==> config.mk <==
export PLATFORM = sky130hd
export DESIGN_NAME = ccf_flags
export DESIGN_NICKNAME = d
export VERILOG_FILES = /design/src/design/ccf_pkg.sv /design/src/design/ccf_alu.sv /design/src/design/ccf_flags.sv
export SDC_FILE = /design/constraint.sdc
export NUM_CORES = 1
export LEC_CHECK = 0
export BUFFER_PORTS_ARGS = -buffer_cell sky130_fd_sc_hd__buf_2
export CORE_MARGIN = 4
export CORE_UTILIZATION = 42
export CTS_BUF_LIST = sky130_fd_sc_hd__clkbuf_8
export CTS_CLUSTER_SIZE = 40
export DETAILED_ROUTE_END_ITERATION = 10
export HOLD_SLACK_MARGIN = 0.08
export PLACE_DENSITY = 0.67
export SKIP_CTS_REPAIR_TIMING = 1
export SLEW_MARGIN = 10
export SYNTH_ARGS = -nofsm -noshare
export SYNTH_HDL_FRONTEND = slang
export SYNTH_SLANG_ARGS = --single-unit
==> constraint.sdc <==
create_clock -name clk -period 5.8 [get_ports clk]
set_input_delay 0.29 -clock clk [delete_from_list [all_inputs] [get_ports clk]]
set_output_delay 0.29 -clock clk [all_outputs]
set_load 0.02 [all_outputs]
==> src/design/ccf_pkg.sv <==
// Purpose: shared constants and types of the condition flag block
// Assumes: one core clock, flags register reached over a plain port
// Notes: flag positions, register offsets and op codes live here only
package ccf_pkg;

	// flag positions inside condition_flags
	localparam int FLAG_V = 7;
	localparam int FLAG_H = 4;
	localparam int FLAG_I = 3;
	localparam int FLAG_N = 2;
	localparam int FLAG_Z = 1;
	localparam int FLAG_C = 0;

	// widths
	localparam int DATA_W = 8;
	localparam int WORD_W = 16;
	localparam int REG_AW = 2;

	// reset value and implemented bits of condition_flags
	localparam logic [7:0] FLAGS_RST = 8'h08;
	localparam logic [7:0] FLAGS_IMPL = 8'h9F;

	// register offsets
	localparam logic [1:0] REG_FLAGS = 2'h0;
	localparam logic [1:0] REG_STATUS = 2'h1;

	// status register fields
	localparam int STAT_INHIBIT = 0;
	localparam int STAT_BLOCKED = 1;

	// decimal adjust constants
	localparam logic [3:0] BCD_MAX = 4'h9;
	localparam logic [3:0] BCD_CORR = 4'h6;

	////////////////////////////////////////////////////////////////////
	typedef enum logic [4:0] {
		OP_NONE,
		OP_ADD,
		OP_ADC,
		OP_SUB,
		OP_SBC,
		OP_AND,
		OP_OR,
		OP_XOR,
		OP_DAA,
		OP_LOAD8,
		OP_LOAD16,
		OP_SHIFT,
		OP_BITTEST,
		OP_CLEAR_MASK,
		OP_SET_MASK,
		OP_TAP,
		OP_BRANCH
	} ccf_kind_t;

	typedef enum logic [1:0] {
		COND_GT,
		COND_GE,
		COND_LE,
		COND_LT
	} ccf_cond_t;

	typedef struct packed {
		ccf_kind_t kind;
		ccf_cond_t cond;
		logic [DATA_W-1:0] a;
		logic [DATA_W-1:0] b;
		logic [WORD_W-1:0] word;
		logic bit_out;
	} ccf_op_t;

	typedef struct packed {
		logic [DATA_W-1:0] val;
		logic [DATA_W-1:0] mask;
	} ccf_upd_t;

	typedef struct packed {
		logic res_valid;
		logic [DATA_W-1:0] res;
		logic br_valid;
		logic br_take;
	} ccf_res_t;

endpackage

==> src/design/ccf_alu.sv <==
// Purpose: byte arithmetic, logic and decimal adjust with flag results
// Assumes: purely combinational, driven by the flag block
// Notes: upd.mask marks the flags an operation defines
`timescale 1ns/1ns
`default_nettype none
module ccf_alu (
	// operation in
	input wire ccf_pkg::ccf_kind_t kind,
	input wire logic [7:0] a,
	input wire logic [7:0] b,
	input wire logic c_in,
	input wire logic h_in,
	// result out
	output logic [7:0] res,
	output ccf_pkg::ccf_upd_t upd
);

	function automatic logic nib_over(input logic [3:0] nib);
		nib_over = nib > ccf_pkg::BCD_MAX;
	endfunction

	////////////////////////////////////////////////////////////////////
	// adder shared by add and subtract
	wire logic is_sub = (kind == ccf_pkg::OP_SUB) ||
		(kind == ccf_pkg::OP_SBC);
	wire logic is_add = (kind == ccf_pkg::OP_ADD) ||
		(kind == ccf_pkg::OP_ADC);
	wire logic use_c = (kind == ccf_pkg::OP_ADC) ||
		(kind == ccf_pkg::OP_SBC);
	wire logic c_used = use_c & c_in;
	wire logic cin = is_sub ? ~c_used : c_used;
	wire logic [7:0] b_eff = is_sub ? ~b : b;
	wire logic [8:0] sum = {1'b0, a} + {1'b0, b_eff} + {8'h00, cin};
	wire logic [4:0] low = {1'b0, a[3:0]} + {1'b0, b_eff[3:0]} +
		{4'h0, cin};
	wire logic is_logic = (kind == ccf_pkg::OP_AND) ||
		(kind == ccf_pkg::OP_OR) || (kind == ccf_pkg::OP_XOR);
	wire logic is_daa = kind == ccf_pkg::OP_DAA;

	////////////////////////////////////////////////////////////////////
	// decimal adjust correction
	wire logic lo_adj = h_in | nib_over(a[3:0]);
	wire logic hi_adj = c_in | nib_over(a[7:4]) |
		((a[7:4] == ccf_pkg::BCD_MAX) & nib_over(a[3:0]));
	wire logic [7:0] corr = {hi_adj ? ccf_pkg::BCD_CORR : 4'h0,
		lo_adj ? ccf_pkg::BCD_CORR : 4'h0};

	assign res = (kind == ccf_pkg::OP_AND) ? (a & b) :
		(kind == ccf_pkg::OP_OR) ? (a | b) :
		(kind == ccf_pkg::OP_XOR) ? (a ^ b) :
		is_daa ? (a + corr) : sum[7:0];

	////////////////////////////////////////////////////////////////////
	// flag values and which flags the operation defines
	always_comb begin
		upd = '0;
		upd.val[ccf_pkg::FLAG_N] = res[7]; // see RULE_08
		upd.mask[ccf_pkg::FLAG_N] = 1'b1;
		upd.val[ccf_pkg::FLAG_Z] = res == 8'h00; // see RULE_10
		upd.mask[ccf_pkg::FLAG_Z] = 1'b1;
		if (is_add || is_sub) begin
			// see RULE_01
			upd.val[ccf_pkg::FLAG_V] = (a[7] == b_eff[7]) &&
				(sum[7] != a[7]);
			upd.mask[ccf_pkg::FLAG_V] = 1'b1;
			// see RULE_12
			upd.val[ccf_pkg::FLAG_C] = is_sub ? ~sum[8] : sum[8];
			upd.mask[ccf_pkg::FLAG_C] = 1'b1;
		end
		if (is_add) begin
			upd.val[ccf_pkg::FLAG_H] = low[4]; // see RULE_03
			upd.mask[ccf_pkg::FLAG_H] = 1'b1;
		end
		if (is_logic) begin
			upd.mask[ccf_pkg::FLAG_V] = 1'b1;
		end
		if (is_daa) begin
			upd.val[ccf_pkg::FLAG_C] = c_in | hi_adj; // see RULE_04
			upd.mask[ccf_pkg::FLAG_C] = 1'b1;
		end
	end

endmodule
`default_nettype wire

==> src/design/ccf_flags.sv <==
// Purpose: condition flag register, branch decision and interrupt mask
// Assumes: one op per cycle at most; ce low freezes all state
// Notes: data outputs are registered, irq_accept is combinational
//
// Functional notes
// RULE_01 - overflow flag bit 7 follows two's complement overflow of op
// RULE_02 - signed branches decide using overflow together with negative
// RULE_03 - add and add-with-carry set half-carry from bit 3 carry
// RULE_04 - decimal adjust uses half-carry and carry to correct to BCD
// RULE_05 - mask bit 3 set blocks maskable interrupts, clear allows them
// RULE_06 - taking an interrupt sets mask after the stack push completes
// RULE_07 - no interrupt at the boundary right after mask is cleared
// RULE_08 - negative flag bit 2 copies bit 7 of a result
// RULE_09 - loads and stores copy value msb into negative flag
// RULE_10 - zero flag bit 1 set when result is all zero
// RULE_11 - loads and stores set zero flag when value is all zero
// RULE_12 - carry bit 0 is add carry-out or subtract borrow
// RULE_13 - bit test, shift and rotate load carry from tested bit
// RULE_14 - flags an operation does not define keep their value
//
// Chosen here: strobed register access and the address map.
`timescale 1ns/1ns
`default_nettype none
module ccf_flags #(
	parameter logic [7:0] RESET_FLAGS = ccf_pkg::FLAGS_RST
) (
	// clock and reset
	input wire logic clk,
	input wire logic sys_rst,
	input wire logic ce,
	// register port
	input wire logic [ccf_pkg::REG_AW-1:0] reg_addr,
	input wire logic [7:0] reg_wdata,
	input wire logic reg_wr,
	input wire logic reg_rd,
	output logic [7:0] reg_rdata,
	// operation in
	input wire ccf_pkg::ccf_op_t op,
	// results out
	output ccf_pkg::ccf_res_t res,
	output logic [7:0] condition_flags,
	// interrupt sequencing
	input wire logic insn_boundary,
	input wire logic irq_pending,
	input wire logic stack_done,
	output logic irq_accept
);

	////////////////////////////////////////////////////////////////////
	// decode helpers
	function automatic logic is_alu(input ccf_pkg::ccf_kind_t k);
		case (k)
			ccf_pkg::OP_ADD, ccf_pkg::OP_ADC, ccf_pkg::OP_SUB,
			ccf_pkg::OP_SBC, ccf_pkg::OP_AND, ccf_pkg::OP_OR,
			ccf_pkg::OP_XOR, ccf_pkg::OP_DAA: is_alu = 1'b1;
			default: is_alu = 1'b0;
		endcase
	endfunction

	function automatic logic br_decide(input ccf_pkg::ccf_cond_t c,
		input logic [7:0] f);
		logic lt;
		lt = f[ccf_pkg::FLAG_N] ^ f[ccf_pkg::FLAG_V];
		case (c)
			ccf_pkg::COND_GT: br_decide = !(lt | f[ccf_pkg::FLAG_Z]);
			ccf_pkg::COND_GE: br_decide = !lt;
			ccf_pkg::COND_LE: br_decide = lt | f[ccf_pkg::FLAG_Z];
			ccf_pkg::COND_LT: br_decide = lt;
			default: br_decide = 1'b0;
		endcase
	endfunction

	////////////////////////////////////////////////////////////////////
	// state
	logic [7:0] flags_q;
	logic [7:0] flags_d;
	logic inhibit_q;
	logic inhibit_d;
	logic [7:0] rdata_q;
	ccf_pkg::ccf_res_t res_q;

	////////////////////////////////////////////////////////////////////
	// arithmetic unit
	logic [7:0] alu_res;
	ccf_pkg::ccf_upd_t alu_upd;

	ccf_alu u_alu (
		.kind(op.kind),
		.a(op.a),
		.b(op.b),
		.c_in(flags_q[ccf_pkg::FLAG_C]),
		.h_in(flags_q[ccf_pkg::FLAG_H]),
		.res(alu_res),
		.upd(alu_upd)
	);

	////////////////////////////////////////////////////////////////////
	// flag update from non-arithmetic ops
	ccf_pkg::ccf_upd_t loc_upd;
	wire logic [7:0] load_lo = op.word[7:0];
	wire logic load_w = op.kind == ccf_pkg::OP_LOAD16;
	wire logic load_msb = load_w ? op.word[15] : load_lo[7];
	wire logic load_zero = load_w ? (op.word == 16'h0000) :
		(load_lo == 8'h00);

	always_comb begin
		loc_upd = '0;
		case (op.kind)
			ccf_pkg::OP_LOAD8, ccf_pkg::OP_LOAD16: begin
				loc_upd.val[ccf_pkg::FLAG_N] = load_msb; // see RULE_09
				loc_upd.val[ccf_pkg::FLAG_Z] = load_zero; // see RULE_11
				loc_upd.mask[ccf_pkg::FLAG_N] = 1'b1;
				loc_upd.mask[ccf_pkg::FLAG_Z] = 1'b1;
			end
			ccf_pkg::OP_SHIFT: begin
				loc_upd.val[ccf_pkg::FLAG_C] = op.bit_out; // see RULE_13
				loc_upd.val[ccf_pkg::FLAG_N] = op.a[7];
				loc_upd.val[ccf_pkg::FLAG_Z] = op.a == 8'h00;
				loc_upd.val[ccf_pkg::FLAG_V] = op.a[7] ^ op.bit_out;
				loc_upd.mask[ccf_pkg::FLAG_C] = 1'b1;
				loc_upd.mask[ccf_pkg::FLAG_N] = 1'b1;
				loc_upd.mask[ccf_pkg::FLAG_Z] = 1'b1;
				loc_upd.mask[ccf_pkg::FLAG_V] = 1'b1;
			end
			ccf_pkg::OP_BITTEST: begin
				loc_upd.val[ccf_pkg::FLAG_C] = op.bit_out; // see RULE_13
				loc_upd.mask[ccf_pkg::FLAG_C] = 1'b1;
			end
			ccf_pkg::OP_CLEAR_MASK: begin
				loc_upd.mask[ccf_pkg::FLAG_I] = 1'b1;
			end
			ccf_pkg::OP_SET_MASK: begin
				loc_upd.val[ccf_pkg::FLAG_I] = 1'b1;
				loc_upd.mask[ccf_pkg::FLAG_I] = 1'b1;
			end
			ccf_pkg::OP_TAP: begin
				loc_upd.val = op.a;
				loc_upd.mask = ccf_pkg::FLAGS_IMPL;
			end
			default: begin
				loc_upd = '0;
			end
		endcase
	end

	wire ccf_pkg::ccf_upd_t upd = is_alu(op.kind) ? alu_upd : loc_upd;
	wire logic bus_flags_wr = reg_wr && (reg_addr == ccf_pkg::REG_FLAGS);

	////////////////////////////////////////////////////////////////////
	// per-bit next value: stack push set wins, then bus, then op
	genvar gi;
	generate
		for (gi = 0; gi < 8; gi++) begin : g_flag
			wire logic force_set = (gi == ccf_pkg::FLAG_I) && stack_done;
			assign flags_d[gi] = !ccf_pkg::FLAGS_IMPL[gi] ? 1'b0 :
				force_set ? 1'b1 : // see RULE_06
				bus_flags_wr ? reg_wdata[gi] :
				upd.mask[gi] ? upd.val[gi] :
				flags_q[gi]; // see RULE_14
		end
	endgenerate

	////////////////////////////////////////////////////////////////////
	// interrupt shadow after the mask is cleared
	wire logic mask_cleared = flags_q[ccf_pkg::FLAG_I] &&
		!flags_d[ccf_pkg::FLAG_I];
	assign inhibit_d = mask_cleared ? 1'b1 : // see RULE_07
		insn_boundary ? 1'b0 : inhibit_q;
	wire logic blocked = flags_q[ccf_pkg::FLAG_I] || inhibit_q;
	// see RULE_05
	assign irq_accept = ce && insn_boundary && irq_pending && !blocked;

	////////////////////////////////////////////////////////////////////
	// registered results
	ccf_pkg::ccf_res_t res_d;
	always_comb begin
		res_d = '0;
		res_d.res_valid = is_alu(op.kind);
		res_d.res = alu_res;
		res_d.br_valid = op.kind == ccf_pkg::OP_BRANCH;
		// see RULE_02
		res_d.br_take = res_d.br_valid && br_decide(op.cond, flags_q);
	end

	wire logic [7:0] status_val = {6'h00, blocked, inhibit_q};
	wire logic [7:0] rdata_d = !reg_rd ? 8'h00 :
		(reg_addr == ccf_pkg::REG_FLAGS) ? flags_q :
		(reg_addr == ccf_pkg::REG_STATUS) ? status_val : 8'h00;

	always_ff @(posedge clk or posedge sys_rst) begin
		if (sys_rst) begin
			flags_q <= RESET_FLAGS;
			inhibit_q <= 1'b0;
			rdata_q <= 8'h00;
			res_q <= '0;
		end else if (ce) begin
			flags_q <= flags_d;
			inhibit_q <= inhibit_d;
			rdata_q <= rdata_d;
			res_q <= res_d;
		end
	end

	assign reg_rdata = rdata_q;
	assign res = res_q;
	assign condition_flags = flags_q;

	wire logic chk_quiet = ce && !bus_flags_wr && !stack_done;
	wire logic [7:0] chk_sum = op.a + op.b;
	wire logic chk_ovf = (op.a[7] == op.b[7]) && (chk_sum[7] != op.a[7]);
	wire logic [4:0] chk_low = {1'b0, op.a[3:0]} + {1'b0, op.b[3:0]};
	wire logic chk_bcd_ok = (op.a[7:4] <= ccf_pkg::BCD_MAX) &&
		(op.a[3:0] <= ccf_pkg::BCD_MAX) &&
		!flags_q[ccf_pkg::FLAG_H] && !flags_q[ccf_pkg::FLAG_C];
	wire logic chk_ge = flags_q[ccf_pkg::FLAG_N] == flags_q[ccf_pkg::FLAG_V];
endmodule
`default_nettype wire

======== Yosys cells after proc, flatten, opt, wreduce, memory -nomap -nowiden ========
Memory sizes are Yosys's and may differ from the RTL's.
Index checks and enable logic that the tools add are counted.
word-level totals
  register bits ........................... 26
  bits in latches ......................... 0
  bits in writable memories ............... 0
  memory bits (read-only) ................. 32
  input port bits ......................... 58
  output and inout bits ................... 28
  word-level logic and storage cells ...... 152
  memories kept ........................... 2
memory list
  memory           words  bits a word  read ports  clocked after memory_dff  wr ports  line             RTL
  (no name shown)  16     1            1           0                         0         ccf_flags.sv:52  case (k)
  (no name shown)  16     1            1           0                         0         ccf_flags.sv:52
cells by class
  add/subtract/negate cells ............... 5
  $mul .................................... 0
  divide/modulo/power cells ............... 0
  $lt $le $gt $ge ......................... 2
  equal/unequal tests ..................... 23
  shifts and indexed selects .............. 0
  multiplexer cells ....................... 51
  bitwise gates (word level) .............. 15
  reduce and logical (&&, ||, !) cells .... 42
operators by type and width
  kind                                                 number
  two-way mux 8 bit                                    7
  equality test 5 x 4 -> 1 bit, second input constant  8
  two-way mux 1 bit                                    32
  logical NOT 8 bit                                    3
  equality test 5 x 3 -> 1 bit, second input constant  4
  logical NOT 16 bit                                   1
  two-way mux 16 bit                                   1
  AND reduction 2 bit                                  6
  nonzero test 2 bit                                   6
  equality test 5 x 2 -> 1 bit, second input constant  2
  adder 8 x 8 -> 9 bit                                 1
  adder 9 x 1 -> 9 bit                                 1
  two-way mux 3 bit                                    3
  adder 8 bit                                          1
  AND 8 bit                                            1
  > comparator 4 bit, second input constant            2
  NOT 8 bit                                            1
  OR 8 bit                                             1
  XOR 8 bit                                            1
  logical AND 1 bit                                    7
  logical OR 1 bit                                     7
  two-way mux 2 bit                                    3
  one-hot mux 1 bit (2 select lines)                   3
  one-hot mux 2 bit (3 select lines)                   1
  other kinds (19)                                     35

======== Logic depth before layout (Yosys ltp) ========
Gate-level depths: netlist of run 1.
  word-level depth ........................ 19
  mapped depth ............................ 17
  depth with buffers taken out ............ 15

======== Modules after synthesis ========
Synthesis of run 1 repeated with hierarchy kept, for this count alone.
second synthesis, totals
  cell total of the unflattened synthesis .. 400
  area, all modules ....................... 3198.1 um^2
by module, submodules not included
  module     times used  cells an instance  area an instance (um^2)  seq. area each (um^2)
  ccf_alu    1           238                1675.4                   0.0
  ccf_flags  1           162                1522.7                   601.8

======== Worst setup path after synthesis of run 1 ========
Ideal clock, no wire load.
  kind .................................... in2reg
  from .................................... in op[36] (netlist name)
  to ...................................... reg flags_q[1] (netlist: condition_flags[1])
  setup time .............................. 92 ps
  arrival time ............................ 3412 ps
  data required time ...................... 5708 ps
  slack ................................... 2296 ps
  stages .................................. 17
  path buffers ............................ 3
  path through ............................ buf_2 buf_2 nand2_1 o21a_1 nor3_1 buf_2 xnor2_1 fa_1 inv_1 fa_1 a21o_1 a21oi_1 o21a_1 xor2_1 a222oi_1 a311o_1 o31ai_2
between the ends
  longest elaborated chain between the ends .. 14
  elaborated cells on any way between the ends .. 36
  those cells by class .................... add/sub: 2; eq/ne: 11; mux: 13; bitwise: 2; reduce/logical: 7; memory: 1
RTL lines
  element                                                        line              RTL
  from (decl)                                                    ccf_flags.sv:38   input wire ccf_pkg::ccf_op_t op,
  branches (longest 11 deep; another with adder 8 x 8 -> 9 bit)  -
  two-way mux 16 bit (*)                                         ccf_flags.sv:146  wire ccf_pkg::ccf_upd_t upd = is_alu(op.kind) ? alu_upd : loc_upd;
  two-way mux 1 bit                                              ccf_flags.sv:158  upd.mask[gi] ? upd.val[gi] :
  two-way mux 1 bit                                              ccf_flags.sv:157  bus_flags_wr ? reg_wdata[gi] :
  to (signal assigned)                                           ccf_flags.sv:197  flags_q <= flags_d;
  to (decl)                                                      ccf_flags.sv:75   logic [7:0] flags_q;
Every way passes the cells marked *. The select of a mux whose other input is x is not followed.
A chain may end at the register's enable or synchronous reset.

======== Worst setup path in the final report of run 1 ========
  from .................................... in op[35] (netlist name)
  to ...................................... reg flags_q[1] (netlist: condition_flags[1])
Same word-level chain as after synthesis.

==> reports/metrics.csv, run 1 <==
stage,metric,value,unit
drt,vias,2964,
power,swShare,0.384,
critical_path,crit_path_top_delay_cell,a222oi_1,
yosys,synth_ff_type,dfrtp_1,
yosys,yosys_warnings,0,
cts,cts_tree,done,
yosys,synthTopCellsByArea,"dfrtp_1 (21%), ha_1 (13%), o21ai_0 (5.5%)",
layout,final_cells,506,
layout,nets,519,
cts,clock_latency,0.27,ns
floorplan,die-area,8040,um2
run,maxCapViolations,0,
cts,htree_levels,1,
cts,path_clk_slew,0.09,ns
power,p_leak,1.56,nW
layout,area_growth,16.9,%
worst_hold_path,hp-class,in2async,
global_routing,grt_max_degree,31,
drt,wl,8870,um
place,pre_cts_slack,1.70,ns
critical_path,crit_path_cell_trace,buf_2 -> nand2_1 -> o21a_1 -> nor3_1 -> buf_4 -> xnor2_1 -> fa_1 -> inv_1 -> fa_1 -> a21o_1 -> a21oi_1 -> o21a_1 -> xor2_1 -> a222oi_1 -> a311o_1 -> o31ai_2,
power,ir_worst_vdd,127,uV
timing,finalCriticalPeriod,3.85,ns
layout,final_core_util,0.510,
drt,ant_nets,0,
place,gp_congestion,1.00,
floorplan,dieHeight,89.7,um
critical_path,ff2ff_path_depth,13,
timing,finalHoldViolations,0,
layout,drive_gt1_frac,0.226,
timing,fin_ws,1.95,ns
cts,cts_root_buf,clkbuf_8,
layout,nFillCells,650,
global_routing,overflow,0,
place,placed_area,3200,um2
timing,setup_viol,0,
yosys,synth_top_area_share,0.206,
run_status,status,"finished, final reports clean",
timing,slew_viol_final,0,
timing,fin_worst_skew,0.00970,ns
place,dp_hpwl,7090,um
power,p_int,400,uW
drt,drt_first_iter_violations,253,
critical_path,startpoint_type,input pin,
critical_path,required,5.94,ns
yosys,synth_edf_count,0,
layout,multi_input_area,1980,um2
cts,cts.sinks,24,
power,power,650,uW
critical_path,reg2reg_slack,2.56,ns
yosys,yosys.area_share.simple,0.219,
yosys,synth_seq_area_share,0.215,
critical_path,rr_endpoint,condition_flags[1],
global_routing,grt_pass1_wl,14000,um
yosys,synth_compound_area_frac,0.244,
floorplan,coreArea,6420,um2
floorplan,boundaryPins,86,
drt,wire_per_inst,17.5,um
layout,seq_area,602,um2
critical_path,worst-path-buf-inv,3,
global_routing,grtUsageTotal,0.224,
yosys,synthMuxAreaShare,0.0384,
drt,drc,0,
critical_path,crit_fanout,28,
critical_path,worstReg2RegStart,condition_flags[0],
global_routing,grt_antenna_before_repair,0,
power,clkPwrFrac,0.222,
critical_path,crit_family,compound AO/OA/AOI/OAI gates,
place,numPortBuffers,79,
cts,cts_buffers,3,
critical_path,critPathArrivalTime,3.99,ns
yosys,ys_seq_elements,24,
yosys,synth_cell_types,61,
critical_path,worstSetupPathType,in2reg,
yosys,yosysTopAreaCell,dfrtp_1,
drt,first_pass_iters,5,
place,dp_cells,502,
timing,max_slew.worst_pin.slew,0.887,ns
critical_path,endpoint_kind,flop,
yosys,synth_cells,363,
timing,finalSetupTns,0,ns
layout,antenna_cells,0,
yosys,synth_top_family_by_area,compound AO/OA/AOI/OAI gates,
yosys,synth_xor_xnor_area_share,0.0532,
global_routing,grt_pass1_vias,2870,
timing,post-route-period-util,0.664,
timing,fmax,0.260,GHz
floorplan,rows,29,
yosys,syn-mean-instance-area,7.71,um2
floorplan,die_w,89.7,um
yosys,syn_area,2800,um2
critical_path,cpPeakStageDelay,0.45,ns
power,p_comb_frac,0.453,
power,pwr-share-seq,0.325,
drt,viasPerCell,5.86,
timing,whs,0.195,ns
yosys,ys_async_sr_fraction,1.00,
power,power.density,198,nW/um2
timing,relSlewSlack,0.408,
power,switchingPower,249,uW
layout,final_area,3270,um2
floorplan,start_util,0.436,
cts,clock_path_buffers,2,
timing,rsz0062_at_grt,false,
yosys,synth_adder_area_share,0.147,
state kept, by name (all words and copies together) (netlist names):
signal and cells:
res 11, inhibit_q 1, reg_rdata 6, condition_flags 6
routing by layer:
metal  global-route usage  part of all wire
met1                0.302              0.43
met2                0.366              0.47
met4               0.0609             0.024
met5                    0                 0
met3               0.0420             0.080
cell usage in the layout, fill, tap and decap left out, types with 3 or more instances in the layout:
master | netlist | routed
a22oi_1 | 3 | 3
fa_1 | 3 | 3
clkbuf_8 | 0 | 3
o21ai_0 | 31 | 31
a21o_1 | 5 | 5
inv_1 | 31 | 31
nor2_1 | 31 | 31
mux2_2 | 6 | 6
nor4_1 | 4 | 4
buf_2 | 6 | 79
a31oi_1 | 3 | 3
nand2b_1 | 3 | 3
xnor2_1 | 12 | 12
nor3b_1 | 3 | 3
a311oi_1 | 3 | 3
mux2i_1 | 4 | 4
nand4_1 | 6 | 6
nand2_1 | 34 | 34
nand3b_1 | 4 | 4
ha_1 | 28 | 28
nor2b_1 | 5 | 5
o21a_1 | 4 | 4
nor3_1 | 5 | 5
xor2_1 | 5 | 5
nand3_1 | 9 | 9
conb_1 | 1 | 4
dfrtp_1 | 23 | 23
o22ai_1 | 6 | 6
o31ai_1 | 5 | 5
a21oi_1 | 22 | 22
o2bb2ai_1 | 3 | 3
cell type report:
cell class	instances	area share
multi-input cells	288	0.604
flip-flops and latches	24	0.184
repair buffers	80	0.123
inverters	33	0.0378
well taps	77	0.0294
clock buffers	3	0.0126
clock inverters	1	0.00917
cells by family after synthesis:
family,after synthesis
AOI/OAI and AO/OA,106
xor gates and xnor gates,17
adders and majority gates,31
buffers and inverters,54
DFF,24
muxes,10
other,1
and+or+nand+nor,120
how the worst max path moves through the flow:
stage	startpoint	to	slack (ns)	cells after the start
6_report	op[35]	condition_flags[1]	1.95	16
5_1_grt	op[35]	condition_flags[1]	1.70	16
4_1_cts	op[35]	condition_flags[1]	1.99	16
3_5_place_dp	op[35]	condition_flags[1]	1.70	16
3_3_place_gp	op[35]	condition_flags[1]	1.72	16
2_1_floorplan	op[36]	condition_flags[1]	2.30	17
power groups by stage:
stage	Sequential, mW	Combinational [mW]	Clock [mW]
floorplan	0.238	0.173	0
global route	0.214	0.326	0.154
global placement	0.214	0.288	0
detailed placement	0.214	0.293	0
CTS	0.211	0.294	0.149
finish	0.211	0.295	0.144
worst reg2reg max path: cells and delay by family (launching register included):
family                     cells  cell delay (ns)
buffers and inverters          1             0.06
xor gates and xnor gates       1             0.07
and+or+nand+nor                2             0.18
AOI/OAI and AO/OA              7             1.70
adders and majority gates      2             0.67
DFF                            1             0.47
cell usage after synthesis, drive strengths merged, types with 2 or more instances:
master   number
nor2         32
dfrtp        23
nor3b         3
ha           28
nand4b        2
o21a          4
o31ai         6
mux2i         4
mux2          6
o41ai         2
o21bai        2
a211oi        2
a21oi        22
nand2b        3
o22ai         6
or3b          2
a21o          5
or3           3
o21ai        32
and3          2
nand3         9
xor2          5
a21boi        2
nor4          4
nor3          6
o2bb2ai       3
a22o          2
nor2b         5
a22oi         3
inv          33
nand4         6
xnor2        12
nand2        34
a31oi         3
clkbuf        9
a311oi        3
fa            3
or4           2
nand3b        4
buf          12
Power figures use the tool's default switching activity.
==> run 2, diff against run 1 <==
ABC_AREA = 1   (was unset)
PLACE_DENSITY = 0.7   (was 0.67)
clock period = 3.3 ns   (was 5.8 ns; I/O delays follow)
==> reports/metrics.csv, run 2 <==
stage,metric,value,unit,change
timing,fin_ws,0.390,ns,was 1.95 ns
cts,cts.sinks,24,,unchanged
floorplan,start_util,0.431,,was 0.436
cts,path_clk_slew,0.08,ns,was 0.09 ns
cts,htree_levels,1,,unchanged
cts,cts_tree,done,,unchanged
timing,finalSetupTns,0,ns,unchanged
floorplan,die-area,8330,um2,was 8040 um2
critical_path,cpPeakStageDelay,0.42,ns,was 0.45 ns
worst_hold_path,hp-class,in2async,,unchanged
place,pre_cts_slack,0.159,ns,was 1.70 ns
critical_path,crit_path_top_delay_cell,fa_1,,was a222oi_1
timing,finalCriticalPeriod,2.91,ns,
critical_path,crit_fanout,12,,was 28
drt,wire_per_inst,13.2,um,was 17.5 um
yosys,syn_area,2910,um2,was 2800 um2
power,ir_worst_vdd,150,uV,was 127 uV
timing,max_slew.worst_pin.slew,0.866,ns,was 0.887 ns
layout,final_cell_mix,"nand2_1 (110), inv_1 (83), buf_2 (79)",,"was buf_2 (79), nand2_1 (34), nor2_1 (31), inv_1 (31), o21ai_0 (31)"
timing,relSlewSlack,0.422,,was 0.408
yosys,synth_cell_types,38,,was 61
yosys,ys_async_sr_fraction,1.00,,unchanged
timing,slew_viol_final,0,,unchanged
critical_path,critPathArrivalTime,3.07,ns,was 3.99 ns
critical_path,ff2ff_path_depth,18,,was 13
layout,multi_input_area,1920,um2,was 1980 um2
floorplan,die_w,91.3,um,was 89.7 um
floorplan,dieHeight,91.3,um,was 89.7 um
critical_path,endpoint_kind,flop,,unchanged
power,p_int,623,uW,was 400 uW
timing,setup_viol,0,,unchanged
yosys,syn-mean-instance-area,6.32,um2,was 7.71 um2
floorplan,boundaryPins,86,,unchanged
power,clkPwrFrac,0.185,,was 0.222
drt,drc,0,,unchanged
layout,antenna_cells,0,,unchanged
critical_path,worst-path-buf-inv,4,,was 3
layout,seq_area,602,um2,unchanged
critical_path,path_common_cell,nand2_1,,
place,gp_congestion,0.896,,was 1.00
yosys,yosys_warnings,0,,unchanged
power,power.density,309,nW/um2,was 198 nW/um2
drt,vias,3159,,was 2964
floorplan,coreArea,6760,um2,was 6420 um2
global_routing,overflow,0,,unchanged
layout,area_growth,17.8,%,was 16.9%
layout,drive_gt1_frac,0.194,,was 0.226
drt,ant_nets,0,,unchanged
place,dp_cells,613,,was 502
yosys,synth_edf_count,0,,unchanged
drt,viasPerCell,5.12,,was 5.86
layout,final_cells,617,,was 506
global_routing,grt_pass1_vias,2928,,was 2870
yosys,synth_ff_type,dfrtp_1,,unchanged
yosys,synthTopCellsByCount,"nand2_1 (110), inv_1 (83), nor2_1 (45)",,"was nand2_1 (34), inv_1 (31), nor2_1 (31), o21ai_0 (31), ha_1 (28)"
run_status,status,"finished, final reports clean",,unchanged
power,pwr-share-seq,0.340,,was 0.325
place,dp_hpwl,6850,um,was 7090 um
global_routing,grt_antenna_before_repair,0,,unchanged
timing,fin_worst_skew,0.00352,ns,was 0.00970 ns
layout,final_common_cell,nand2_1,,was buf_2
drt,wl,8170,um,was 8870 um
cts,clock_latency,0.26,ns,was 0.27 ns
timing,fmax,0.344,GHz,
timing,finalHoldViolations,0,,unchanged
layout,largest_reg_flops,11,,unchanged
critical_path,required,3.46,ns,was 5.94 ns
yosys,ys_seq_elements,24,,unchanged
yosys,yosysTopAreaCell,dfrtp_1,,unchanged
power,swShare,0.413,,was 0.384
yosys,synth_seq_area_share,0.207,,was 0.215
critical_path,crit_family,simple AND/OR/NAND/NOR gates,,was compound AO/OA/AOI/OAI gates
critical_path,worstSetupPathType,in2reg,,unchanged
timing,post-route-period-util,0.882,,
yosys,yosysMostFrequentCell,nand2_1,,unchanged
cts,cts_root_buf,clkbuf_8,,unchanged
power,switchingPower,438,uW,was 249 uW
run,maxCapViolations,0,,unchanged
yosys,synthTopCellsByArea,"dfrtp_1 (20%), nand2_1 (14%), ha_1 (12%)",,"was dfrtp_1 (21%), ha_1 (13%), o21ai_0 (5.5%)"
cts,cts_buffers,3,,unchanged
place,numPortBuffers,79,,unchanged
drt,first_pass_iters,4,,was 5
global_routing,grt_pass1_wl,13500,um,was 14000 um
timing,whs,0.0735,ns,was 0.195 ns
critical_path,startpoint_type,input pin,,unchanged
yosys,synth_top_area_share,0.198,,was 0.206
cts,clock_path_buffers,2,,unchanged
layout,nets,627,,was 519
drt,drt_first_iter_violations,133,,was 253
critical_path,crit_path_cell_trace,buf_2 -> inv_2 -> nand3_4 -> nor2_1 -> a21oi_1 -> buf_12 -> xor2_1 -> fa_1 -> inv_1 -> fa_1 -> nand2_1 -> nand2_1 -> nand3b_1 -> nand2_1 -> nand2_1 -> nand2_1 -> a21oi_1 -> a21oi_1 -> o21ai_0 -> o2111ai_1 -> nand2_1 -> nand2_1,,was buf_2 -> nand2_1 -> o21a_1 -> nor3_1 -> buf_4 -> xnor2_1 -> fa_1 -> inv_1 -> fa_1 -> a21o_1 -> a21oi_1 -> o21a_1 -> xor2_1 -> a222oi_1 -> a311o_1 -> o31ai_2
layout,nFillCells,725,,was 650
global_routing,grt_max_degree,25,,was 31
critical_path,reg2reg_slack,0.49,ns,was 2.56 ns
floorplan,rows,30,,was 29
power,p_comb_frac,0.475,,was 0.453
critical_path,crit_cells,22,,was 16
global_routing,grtUsageTotal,0.195,,was 0.224
yosys,synth_cells,461,,was 363
timing,rsz0062_at_grt,false,,unchanged
power,p_leak,1.95,nW,was 1.56 nW
## run 2: cell count changes after synthesis, sizes merged, moves of 7 or more
cell   change
xnor2     -11
nor2      +17
or2        +7
nand3     +27
inv       +53
nand2     +78
## run 2: area by class of cell
cell class / instances / share of cell area
multi-input combinational: 340 / 0.559
tap: 80 / 0.0292
sequential: 24 / 0.175
clock buffer: 4 / 0.0160
inverter: 87 / 0.0952
timing repair buffer: 82 / 0.125
## run 2: final timing paths
kind                                     from                 end
max                                    op[39]  condition_flags[0]
min                                   sys_rst        reg_rdata[0]
max reg2reg                condition_flags[0]  condition_flags[0]
min reg2reg                            res[1]              res[1]
max in group asynchronous             sys_rst              res[8]
min in group clk                 reg_wdata[7]  condition_flags[7]
## run 2: logic make-up (layout without fill, tap and decap cells)
family	after synthesis	count (layout)	synth area share
flops	24	24	0.207
xor+xnor	12	12	0.0361
other cells	1	4	0.00129
fa+ha+maj	31	31	0.141
buf+inv	100	173	0.139
simple gates	222	222	0.336
compound gates	71	71	0.141
## run 2: per-layer routing
metal,vias to the layer above,wire [um],global-route usage
met3,18,451,0.0207
met4,0,174,0.0528
met5,-,0,0
met1,1409,3810,0.266
met2,104,3730,0.326
li1,1628,-,-
## run 2: power groups by stage
stage | Clock (mW) | Combinational (mW) | Sequential, mW
6_report | 0.196 | 0.505 | 0.361
5_1_grt | 0.210 | 0.572 | 0.366
4_1_cts | 0.198 | 0.505 | 0.360
3_5_place_dp | 0 | 0.503 | 0.366
3_3_place_gp | 0 | 0.494 | 0.365
2_1_floorplan | 0 | 0.303 | 0.402
## run 2: through the flow
stage	total power, mW	area [um2]	util
global route	1.15	3430	0.508
finish	1.06	3430	0.508
detailed placement	0.869	3380	0.500
global placement	0.859	3380	0.500
floorplan	0.705	2920	-
CTS	1.06	3430	0.508
==> run 3, diff against run 2 <==
CORE_ASPECT_RATIO = 1.4   (was unset)
CORE_MARGIN = unset   (was 4)
==> reports/metrics.csv, run 3 (synthesized netlist as in run 2, its figures left out) <==
stage,metric,value,unit,change
run_status,status,"finished, final reports clean",,unchanged
power,ir_worst_vdd,137,uV,was 150 uV
layout,drive_gt1_frac,0.195,,was 0.194
critical_path,startpoint_type,input pin,,unchanged
floorplan,start_util,0.437,,was 0.431
global_routing,overflow,0,,unchanged
drt,wl_met3,333,um,was 451 um
critical_path,reg2reg_slack,0.48,ns,was 0.49 ns
timing,finalHoldViolations,0,,unchanged
timing,post-route-period-util,0.880,,was 0.882
layout,nets,629,,was 627
floorplan,dieHeight,101,um,was 91.3 um
global_routing,grtUsageTotal,0.246,,was 0.195
timing,relSlewSlack,0.414,,was 0.422
timing,fmax,0.344,GHz,about the same
floorplan,boundaryPins,86,,unchanged
layout,nFillCells,731,,was 725
timing,max_slew.worst_pin.slew,0.879,ns,was 0.866 ns
layout,final_cell_mix,"nand2_1 (110), inv_1 (84), buf_2 (79)",,"was nand2_1 (110), inv_1 (83), buf_2 (79)"
place,gp_congestion,0.908,,was 0.896
power,p_leak,1.95,nW,about the same
cts,clock_latency,0.27,ns,was 0.26 ns
layout,antenna_cells,0,,unchanged
drt,wire_per_inst,13.2,um,about the same
drt,routed.top_layer,met4,,unchanged
cts,cts.sinks,24,,unchanged
cts,cts_root_buf,clkbuf_8,,unchanged
drt,vias,3177,,was 3159
drt,dr_wl_met2,4210,um,was 3730 um
timing,slew_viol_final,0,,unchanged
timing,finalSetupTns,0,ns,unchanged
timing,whs,0.0693,ns,was 0.0735 ns
cts,htree_levels,1,,unchanged
cts,cts_tree,done,,unchanged
worst_hold_path,hp-class,in2async,,unchanged
critical_path,critPathArrivalTime,3.07,ns,about the same
cts,path_clk_slew,0.08,ns,about the same
drt,drc,0,,unchanged
timing,finalCriticalPeriod,2.90,ns,was 2.91 ns
global_routing,grt_pass1_vias,3080,,was 2928
cts,cts_buffers,3,,unchanged
critical_path,worstSetupPathType,in2reg,,unchanged
global_routing,grt_antenna_before_repair,0,,unchanged
floorplan,rows,35,,was 30
critical_path,endpoint_kind,flop,,unchanged
drt,ant_nets,0,,unchanged
critical_path,required,3.47,ns,was 3.46 ns
layout,area_growth,18.1,%,was 17.8%
timing,setup_viol,0,,unchanged
drt,viasPerCell,5.03,,was 5.12
drt,drt_first_iter_violations,119,,was 133
place,numPortBuffers,79,,unchanged
floorplan,coreArea,6660,um2,was 6760 um2
layout,final_common_cell,nand2_1,,unchanged
timing,fin_worst_skew,0.00336,ns,was 0.00352 ns
floorplan,die-area,7270,um2,was 8330 um2
layout,largest_reg_flops,11,,unchanged
drt,wl_met1,3520,um,was 3810 um
critical_path,crit_fanout,7,,was 12
cts,clock_path_buffers,2,,unchanged
floorplan,die_w,72.4,um,was 91.3 um
power,power.density,302,nW/um2,was 309 nW/um2
drt,first_pass_iters,4,,unchanged
global_routing,grt_max_degree,28,,was 25
timing,rsz0062_at_grt,false,,unchanged
drt,wl,8320,um,was 8170 um
place,dp_hpwl,6940,um,was 6850 um
run,maxCapViolations,0,,unchanged
global_routing,grt_pass1_wl,14100,um,was 13500 um
[run 3: path summary, 6_finish.rpt]
path / from / endpoint / depth (start not counted)
worst min register to register: res[8] / res[8] / 2
worst max register to register: condition_flags[0] / condition_flags[0] / 18
max in group asynchronous: sys_rst / res[10] / 2
worst min-delay path: sys_rst / reg_rdata[7] / 2
min in group clk: reg_wdata[2] / condition_flags[2] / 3
worst max-delay path: op[39] / condition_flags[0] / 21
[run 3: worst max-delay path, cell delays in order]
cell	delay, ns
buf_2	0.16
inv_2	0.09
nand3_4	0.12
nor2_1	0.07
a21oi_1	0.34
xor2_1	0.25
fa_1	0.20
inv_1	0.07
fa_1	0.43
nand2_1	0.08
nand2_1	0.10
nand3b_1	0.13
nand2_1	0.06
nand2_1	0.07
nand2_1	0.06
a21oi_1	0.22
a21oi_1	0.09
o21ai_0	0.08
o2111ai_1	0.14
nand2_1	0.08
nand2_1	0.04
[run 3: report_power, final]
group	switching, mW	internal [mW]
Sequential	0.0257	0.334
Combinational	0.323	0.182
Clock	0.0896	0.0832
Total	0.439	0.599
[run 3: layout make-up]
class                   instances  area [um2]  share of cell area
multi-input cells             340        1920               0.557
flip-flops and latches         24         602               0.175
repair buffers                 84         433               0.126
inverters                      87         327              0.0950
well taps                      92         115              0.0335
clock buffers                   3        41.3              0.0120
clock inverters                 1        3.75             0.00109
[run 3: routing by layer]
metal  global-route usage  vias to the layer above
met3               0.0160                       20
met2                0.442                      108
li1                     -                     1626
met1                0.292                     1423
met4                0.118                        0
met5                    0                        -
[run 3: stage by stage]
stage	worst slack (ns)	power, mW	util	std cells	area (um2)
floorplan	0.628	0.705	-	464	2920
global placement	0.164	0.860	0.510	627	3390
detailed placement	0.132	0.870	0.510	627	3390
CTS	0.405	1.05	0.517	631	3440
global route	0.0935	1.13	0.517	631	3440
finish	0.396	1.04	0.517	631	3440
